==> src/core/mhf_pkg.sv <==
package mhf_pkg;
  // ---------------------------------------------------------------
  // command codes
  // ---------------------------------------------------------------
  localparam logic [7:0] MHF_CMD_READ = 8'h00;
  localparam logic [7:0] MHF_CMD_WRITE = 8'h08;
  // ---------------------------------------------------------------
  // frame byte positions (1-based, as sent)
  // ---------------------------------------------------------------
  localparam logic [3:0] MHF_OFS_TEMP_HI = 4'h1;
  localparam logic [3:0] MHF_OFS_TEMP_LO = 4'h2;
  localparam logic [3:0] MHF_OFS_RANGE = 4'h3;
  localparam logic [3:0] MHF_OFS_AVG = 4'h4;
  localparam logic [3:0] MHF_OFS_SETUP = 4'h5;
  localparam logic [3:0] MHF_OFS_COND = 4'h6;
  localparam logic [3:0] MHF_OFS_MAIN = 4'h7;
  localparam logic [3:0] MHF_OFS_REL = 4'h9;
  localparam logic [3:0] MHF_OFS_COMP = 4'hB;
  localparam logic [3:0] MHF_OFS_SERIAL = 4'hD;
  localparam logic [3:0] MHF_OFS_SUM = 4'hE;
  localparam logic [2:0] MHF_WR_LEN = 3'h7;
  // ---------------------------------------------------------------
  // limits and field positions
  // ---------------------------------------------------------------
  localparam logic [15:0] MHF_TEMP_MAX = 16'h01F4;
  localparam logic [7:0] MHF_RANGE_MAX = 8'h07;
  localparam logic [7:0] MHF_AVG_MAX = 8'h06;
  localparam int MHF_VIEW_LSB = 0;
  localparam int MHF_CURR_BIT = 2;
  localparam int MHF_LIGHT_BIT = 3;
  localparam int MHF_POL_BIT = 4;
  localparam int MHF_AUTO_BIT = 5;
  localparam int MHF_HOLD_BIT = 6;
  localparam int MHF_ZERO_BIT = 7;
  localparam int MHF_BIP_LSB = 0;
  localparam int MHF_OVL_LSB = 2;
  localparam int MHF_MSIGN_BIT = 4;
  localparam int MHF_RSIGN_BIT = 5;
  localparam int MHF_OPEN_BIT = 6;
  // ---------------------------------------------------------------
  // reset values
  // ---------------------------------------------------------------
  localparam logic [15:0] MHF_TEMP_RST = 16'h00C8;
  localparam logic [7:0] MHF_RANGE_RST = 8'h07;
  localparam logic [7:0] MHF_AVG_RST = 8'h00;
  localparam logic [7:0] MHF_SETUP_RST = 8'h20;
  localparam logic [1:0] MHF_VIEW_MAIN = 2'h0;
endpackage : mhf_pkg

==> src/core/mhf_sum8.sv <==
`timescale 1ns/100ps
// running 8-bit additive checksum
module mhf_sum8 (
  // clock and reset
  input wire logic clk,
  input wire logic arst_n,
  // control
  input wire logic clr,
  input wire logic add,
  input wire logic [7:0] din,
  // result
  output logic [7:0] sum
);
  logic [7:0] sum_q;
  logic [7:0] sum_d;

  always_comb begin
    sum_d = sum_q;
    if (clr) begin
      sum_d = add ? din : 8'h00;
    end else if (add) begin
      sum_d = 8'(sum_q + din);
    end
  end

  always_ff @(posedge clk or negedge arst_n) begin
    if (!arst_n) begin
      sum_q <= 8'h00;
    end else begin
      sum_q <= sum_d;
    end
  end

  assign sum = sum_q;
endmodule : mhf_sum8

==> src/core/mhf_setup_check.sv <==
`timescale 1ns/100ps
// validation of a received setup frame against the current setup
module mhf_setup_check
  import mhf_pkg::*;
(
  // received fields
  input wire logic [15:0] temp_in,
  input wire logic [7:0] range_in,
  input wire logic [7:0] avg_in,
  // current setup
  input wire logic [7:0] range_cur,
  // verdicts
  output logic temp_ok,
  output logic range_ok,
  output logic avg_ok,
  output logic range_change
);
  assign temp_ok = temp_in <= MHF_TEMP_MAX;
  assign range_ok = range_in <= MHF_RANGE_MAX;
  assign avg_ok = avg_in <= MHF_AVG_MAX;
  assign range_change = range_ok && (range_in != range_cur);
endmodule : mhf_setup_check

==> src/core/mhf_responder.sv <==
// How it works
// averaging code 0..6 in frame byte 4, read and writable
// setup_flags bits 1:0 hold the display view code
// setup_flags bits 2..5: current level, backlight, polarity, auto range
// setup_flags bit 6 frozen, bit 7 zeroing; whole byte writable
// condition_flags bits 1:0 hold bipolar state
// condition_flags read-only; bits 3:2 overload, bit 7 zero
// condition_flags bit 4 is main reading sign
// condition_flags bit 5 is relative reading sign
// condition_flags bit 6 set while current circuit open
// main reading sent big-endian in bytes 7 and 8
// relative reading sent big-endian in bytes 9 and 10
// compensated reading sent big-endian in bytes 11 and 12
// serial byte sent as byte 13
// byte 14 is low eight bits of sum of thirteen bytes
// host writes with 08H then the five setup bytes in order
// host always sends all five bytes plus checksum
// write frame: cmd, temp word, range, averaging, setup_flags, sum
// host should read before writing
// request byte 00H returns thirteen data bytes then checksum
// write checksum is sum of six bytes including command
// room temperature above 500 ignored, old value kept
// new range forces manual selection and main view
// write frame with bad checksum discarded
// unknown command bytes ignored
`timescale 1ns/100ps
module mhf_responder
  import mhf_pkg::*;
#(
  parameter logic [7:0] SERIAL_NUM = 8'h5A  // arbitrary value
) (
  // clock and reset
  input wire logic clk,
  input wire logic arst_n,
  // host receive byte stream
  input wire logic rx_valid,
  input wire logic [7:0] rx_data,
  output logic rx_ready,
  // host transmit byte stream
  output logic tx_valid,
  output logic [7:0] tx_data,
  input wire logic tx_ready,
  // instrument condition inputs
  input wire logic [1:0] bipolar_state,
  input wire logic [1:0] overload_state,
  input wire logic main_negative,
  input wire logic rel_negative,
  input wire logic circuit_open,
  input wire logic [15:0] main_value,
  input wire logic [15:0] rel_value,
  input wire logic [15:0] comp_value,
  // setup outputs to the instrument
  output logic [15:0] room_temp,
  output logic [7:0] range_code,
  output logic [7:0] avg_code,
  output logic [7:0] setup_flags,
  output logic setup_written
);
  import mhf_pkg::*;

  // ---------------------------------------------------------------
  // states
  // ---------------------------------------------------------------
  typedef enum logic [2:0] {
    MHF_IDLE = 3'b001,
    MHF_SEND = 3'b010,
    MHF_RECV = 3'b100
  } mhf_state_t;

  mhf_state_t st_q, st_d;
  logic [3:0] idx_q, idx_d;
  logic [7:0] frame_q [1:13];
  logic [7:0] frame_d [1:13];
  logic [7:0] wbuf_q [2:6];
  logic [7:0] wbuf_d [2:6];
  logic [7:0] tx_q, tx_d;
  logic txv_q, txv_d;
  logic [15:0] temp_q, temp_d;
  logic [7:0] range_q, range_d, avg_q, avg_d, setup_q, setup_d;
  logic wr_q, wr_d;
  logic [7:0] cond;
  logic [7:0] sum;
  logic sum_clr, sum_add;
  logic [7:0] sum_din;
  logic temp_ok, range_ok, avg_ok, range_change;
  logic rx_take, tx_take;
  logic frame_load;

  // ---------------------------------------------------------------
  // condition flags and response frame
  // ---------------------------------------------------------------
  always_comb begin
    cond = 8'h00;
    cond[MHF_BIP_LSB +: 2] = bipolar_state;
    cond[MHF_OVL_LSB +: 2] = overload_state;
    cond[MHF_MSIGN_BIT] = main_negative;
    cond[MHF_RSIGN_BIT] = rel_negative;
    cond[MHF_OPEN_BIT] = circuit_open;
  end

  // ---------------------------------------------------------------
  // frame snapshot taken when the read request is accepted
  // ---------------------------------------------------------------
  assign frame_load = rx_take && st_q == MHF_IDLE && rx_data == MHF_CMD_READ;

  always_comb begin
    frame_d = frame_q;
    if (frame_load) begin
      frame_d[MHF_OFS_TEMP_HI] = temp_q[15:8];
      frame_d[MHF_OFS_TEMP_LO] = temp_q[7:0];
      frame_d[MHF_OFS_RANGE] = range_q;
      frame_d[MHF_OFS_AVG] = avg_q;
      frame_d[MHF_OFS_SETUP] = setup_q;
      frame_d[MHF_OFS_COND] = cond;
      frame_d[MHF_OFS_MAIN] = main_value[15:8];
      frame_d[MHF_OFS_MAIN + 4'h1] = main_value[7:0];
      frame_d[MHF_OFS_REL] = rel_value[15:8];
      frame_d[MHF_OFS_REL + 4'h1] = rel_value[7:0];
      frame_d[MHF_OFS_COMP] = comp_value[15:8];
      frame_d[MHF_OFS_COMP + 4'h1] = comp_value[7:0];
      frame_d[MHF_OFS_SERIAL] = SERIAL_NUM;
    end
  end

  always_ff @(posedge clk or negedge arst_n) begin
    if (!arst_n) begin
      for (int i = 1; i <= 13; i++) begin
        frame_q[i] <= 8'h00;
      end
    end else begin
      frame_q <= frame_d;
    end
  end

  // ---------------------------------------------------------------
  // checksum and write validation
  // ---------------------------------------------------------------
  mhf_sum8 u_sum (
    .clk(clk),
    .arst_n(arst_n),
    .clr(sum_clr),
    .add(sum_add),
    .din(sum_din),
    .sum(sum)
  );

  mhf_setup_check u_chk (
    .temp_in({wbuf_q[2], wbuf_q[3]}),
    .range_in(wbuf_q[4]),
    .avg_in(wbuf_q[5]),
    .range_cur(range_q),
    .temp_ok(temp_ok),
    .range_ok(range_ok),
    .avg_ok(avg_ok),
    .range_change(range_change)
  );

  // ---------------------------------------------------------------
  // command sequencer
  // ---------------------------------------------------------------
  assign rx_ready = (st_q != MHF_SEND);
  assign rx_take = rx_valid && rx_ready;
  assign tx_take = txv_q && tx_ready;

  always_comb begin
    st_d = st_q;
    idx_d = idx_q;
    tx_d = tx_q;
    txv_d = txv_q;
    wbuf_d = wbuf_q;
    wr_d = 1'b0;
    sum_clr = 1'b0;
    sum_add = 1'b0;
    sum_din = 8'h00;
    case (st_q)
      MHF_IDLE: begin
        if (rx_take) begin
          if (rx_data == MHF_CMD_READ) begin
            st_d = MHF_SEND;
            idx_d = 4'h0;
            sum_clr = 1'b1;
          end else if (rx_data == MHF_CMD_WRITE) begin
            st_d = MHF_RECV;
            idx_d = 4'h2;
            sum_clr = 1'b1;
            sum_add = 1'b1;
            sum_din = rx_data;
          end

        end
      end
      MHF_SEND: begin
        if (!txv_q || tx_take) begin
          if (idx_q == MHF_OFS_SUM) begin
            txv_d = 1'b0;
            st_d = MHF_IDLE;
          end else begin
            idx_d = 4'(idx_q + 4'h1);
            txv_d = 1'b1;
            if (4'(idx_q + 4'h1) == MHF_OFS_SUM) begin
              tx_d = sum;
            end else begin
              tx_d = frame_q[4'(idx_q + 4'h1)];
              sum_add = 1'b1;
              sum_din = frame_q[4'(idx_q + 4'h1)];
            end
          end
        end
      end
      MHF_RECV: begin
        if (rx_take) begin
          if (idx_q == 4'(MHF_WR_LEN)) begin
            st_d = MHF_IDLE;
            if (rx_data == sum) begin
              wr_d = 1'b1;
            end
          end else begin
            wbuf_d[idx_q[2:0]] = rx_data;
            idx_d = 4'(idx_q + 4'h1);
            sum_add = 1'b1;
            sum_din = rx_data;
          end
        end
      end
      default: begin
        st_d = MHF_IDLE;
      end
    endcase
  end

  // ---------------------------------------------------------------
  // sequencer registers
  // ---------------------------------------------------------------
  always_ff @(posedge clk or negedge arst_n) begin
    if (!arst_n) begin
      st_q <= MHF_IDLE;
      idx_q <= 4'h0;
      tx_q <= 8'h00;
      txv_q <= 1'b0;
      for (int i = 2; i <= 6; i++) begin
        wbuf_q[i] <= 8'h00;
      end
    end else begin
      st_q <= st_d;
      idx_q <= idx_d;
      tx_q <= tx_d;
      txv_q <= txv_d;
      wbuf_q <= wbuf_d;
    end
  end

  // ---------------------------------------------------------------
  // setup registers, updated by an accepted write frame
  // ---------------------------------------------------------------
  always_comb begin
    temp_d = temp_q;
    range_d = range_q;
    avg_d = avg_q;
    setup_d = setup_q;
    if (wr_d) begin
      if (temp_ok) begin
        temp_d = {wbuf_q[2], wbuf_q[3]};
      end
      if (range_ok) begin
        range_d = wbuf_q[4];
      end
      if (avg_ok) begin
        avg_d = wbuf_q[5];
      end
      setup_d = wbuf_q[6];
      if (range_change) begin
        setup_d[MHF_AUTO_BIT] = 1'b0;
        setup_d[MHF_VIEW_LSB +: 2] = MHF_VIEW_MAIN;
      end
    end
  end

  always_ff @(posedge clk or negedge arst_n) begin
    if (!arst_n) begin
      temp_q <= MHF_TEMP_RST;
      range_q <= MHF_RANGE_RST;
      avg_q <= MHF_AVG_RST;
      setup_q <= MHF_SETUP_RST;
      wr_q <= 1'b0;
    end else begin
      temp_q <= temp_d;
      range_q <= range_d;
      avg_q <= avg_d;
      setup_q <= setup_d;
      wr_q <= wr_d;
    end
  end

  // ---------------------------------------------------------------
  // outputs
  // ---------------------------------------------------------------
  assign tx_valid = txv_q;
  assign tx_data = tx_q;
  assign room_temp = temp_q;
  assign range_code = range_q;
  assign avg_code = avg_q;
  assign setup_flags = setup_q;
  assign setup_written = wr_q;
endmodule : mhf_responder

==> config.mk <==
export PLATFORM = sky130hd
export DESIGN_NAME = mhf_responder
export DESIGN_NICKNAME = d
export VERILOG_FILES = /design/src/core/mhf_pkg.sv /design/src/core/mhf_sum8.sv /design/src/core/mhf_setup_check.sv /design/src/core/mhf_responder.sv
export SDC_FILE = /design/constraint.sdc
export NUM_CORES = 1
export LEC_CHECK = 0
export BUFFER_PORTS_ARGS = -buffer_cell sky130_fd_sc_hd__buf_2
export CORE_MARGIN = 5
export CORE_UTILIZATION = 36
export DETAILED_ROUTE_END_ITERATION = 7
export PLACE_DENSITY = 0.57
export SYNTH_ARGS = -nofsm -noshare
export SYNTH_HDL_FRONTEND = slang
export SYNTH_SLANG_ARGS = --single-unit
==> constraint.sdc <==
create_clock -name clk -period 5.45 [get_ports clk]
set_input_delay 0.545 -clock clk [delete_from_list [all_inputs] [get_ports clk]]
set_output_delay 0.545 -clock clk [all_outputs]
set_load 0.05 [all_outputs]
==> reports/results.ini <==
[synth]
synth-xor-area-share_pct = 2.23
yosysUniqueCellTypes = 67
synthSimpleGateAreaFrac_pct = 11.1
synth_cells = 744
ys_seq_area_share_pct = 53.5
synth_top_family_by_area = multiplexers
synth_mux_area_share_pct = 23.4
synth.ff_latch_count = 201
synth-compound-area-share_pct = 5.72
synthAdderAreaFrac_pct = 1.54
synth_flop_cell = dfrtp_1
synth.avg_cell_area_um2 = 12.7
yosysWarnings = 0
async_flop_share_pct = 100
synth_edf_count = 0
syn_nets = 822
syn_area_um2 = 9410

[clock_tree]
post_cts_resized = 0
cts_buffer_depth = 3
insertion_delay_ps = 520
cts_tree = built
cts_root_buf = clkbuf_16
h-tree-depth = 1
cts_buffers = 23
cts_setup_buffers = 0
clock_sinks = 201
cts_hold_buf = 0
cts.clk_slew.worst_paths_ps = 60

[timing]
fin_hold_ws_ps = 195
post-route-min-period_ps = 4480
fmax_mhz = 223
hold_viol_final = 0
worstMarginPinSlew_ps = 1120
timing.final.crit_share_pct = 82.2
skew_ps = 12.7
maxSlewViolCount = 0
rsz0062_at_grt = no
slew_headroom_pct = 24.8
setup_viol = 0
fin_setup_tns_ps = 0

[global_routing]
track_usage_pct = 16.2
grt_pass1_wl_um = 37400
overflow = 0
grt_antenna_before_repair = 0
grt_max_degree = 118
grt_pass1_vias = 6334

[status]
outcome = finished, final reports clean

[critical_path]
r2r_slack_ps = 970
cp_data_arrival_time_ps = 4880
reg2reg_depth = 14
crit_fanout = 18
crit_type = flop to flop
cp-end-kind = flop
start_kind = flop
r2r-start = st_q[1]
cp.required_ps = 5850
r2r_end = u_sum.sum[7]

[final_layout]
layout_commonest_cell = dfrtp_1
antenna_cells = 0
fin_cells = 1204
final_core_util_pct = 42.8
drive_gt1_share_pct = 40.3
fin_nets = 931
syn2layout_area_growth_pct = 17.7
layout_common_cells = dfrtp_1, mux2_2, buf_2

[floorplanning]
start_util_pct = 36.3
die_area_um2 = 29500
io_pins = 118
fp.dieH_um = 172
core-area_um2 = 25900
die_w_um = 172
rows = 59

[drt]
wl_per_cell_um = 19.7
viasPerCell = 5.11
wl_met3_um = 1230
routed-wl-met2_um = 11100
antenna_left = 0
vias = 6153
wirelength_um = 23700
wl_met1_um = 10900
drc = 0
drtPass1Iterations = 4
drt_iter0_drc = 352
dr.max_layer_used = met4

[place]
dp_hpwl_um = 16800
dp_cells = 1163
gp_congestion = 0.830
port_buffers = 117

[run]
maxCapViolCount = 0

[min_path]
hp-class = input port to asynchronous set/reset pin

[pwr]
power_mw = 4.15
ir_drop_uv = 243
p_leak_nw = 5.55
p_per_area_nw_per_um2 = 375

## report_power, final
| part | internal (mW) | switching (mW) |
|---|---|---|
| Sequential | 1.62 | 0.131 |
| Combinational | 0.380 | 0.508 |
| Clock | 0.906 | 0.612 |
| Total | 2.90 | 1.25 |
## metal layers
| metal | vias up | track usage, % |
|---|---|---|
| li1 | 2885 | - |
| met1 | 3101 | 23.5 |
| met2 | 139 | 25.7 |
| met3 | 28 | 2.99 |
| met4 | 0 | 3.00 |
| met5 | - | 0 |
## synthesized netlist by cell type (all sizes together), types with 12 or more instances
master	number	share of area (%)
a21oi	25	1.3
buf	21	1.2
clkbuf	22	0.88
dfrtp	193	51
mux2	151	18
mux2i	15	1.6
mux4	15	3.6
nand2	79	3.1
nand3	12	0.69
nand4	14	0.93
nor2	25	1.2
o211ai	14	1.1
o21ai	17	0.94
xnor2	13	1.2
## state kept, by name, summed over array words and instances (netlist names)
signal and cells:
frame_q 96, idx_q 4, tx_valid 1, st_q 3
setup_flags 8, avg_code 8, range_code 8, room_temp 16
wbuf_q 40, setup_written 1, u_sum.sum 8, tx_data 8
## area by class of cell
type,instances,area (um^2)
fill,2429,14800
sequential,201,5040
multi-input combinational,488,4130
timing repair buffer,127,694
clock buffer,31,626
tap,335,419
clock inverter,10,120
inverter,12,45.0
## worst max-delay path by stage
stage                   end      from  slack (ps)  depth (start not counted)
2_1_floorplan  u_sum.sum[7]  idx_q[0]        1020                         19
3_3_place_gp   u_sum.sum[7]   st_q[1]        1190                         14
3_5_place_dp   u_sum.sum[7]   st_q[1]        1010                         14
4_1_cts        u_sum.sum[7]   st_q[1]         980                         14
5_1_grt        u_sum.sum[7]   st_q[1]         510                         14
6_report       u_sum.sum[7]   st_q[1]         970                         14
## cells by family after synthesis
group           count (synthesis)
buf+inv                        55
xor+xnor                       24
mux                           181
simple gates                  191
compound gates                 81
flops                         201
fa+ha+maj                      11
## critical path, cell delays in order (launching register included)
cell and delay, ps:
dfrtp_1 490, or3b_1 510, nor2b_1 280, nand2_1 440, nor2_2 470, o211ai_1 200, nand2_1 100, ha_1 220
a21oi_1 210, o211ai_1 170, o41ai_1 740, or4_1 210, a22o_1 120, o311a_1 160, nand2_1 50
## stage by stage
| step | instance area, um^2 | worst slack (ps) |
|---|---|---|
| 2_1_floorplan | 9410 | 1020 |
| 3_3_place_gp | 10300 | 1190 |
| 3_5_place_dp | 10300 | 1010 |
| 4_1_cts | 11100 | 983 |
| 5_1_grt | 11100 | 510 |
| 6_report | 11100 | 972 |
No activity file was read; power rests on OpenSTA's default activity.
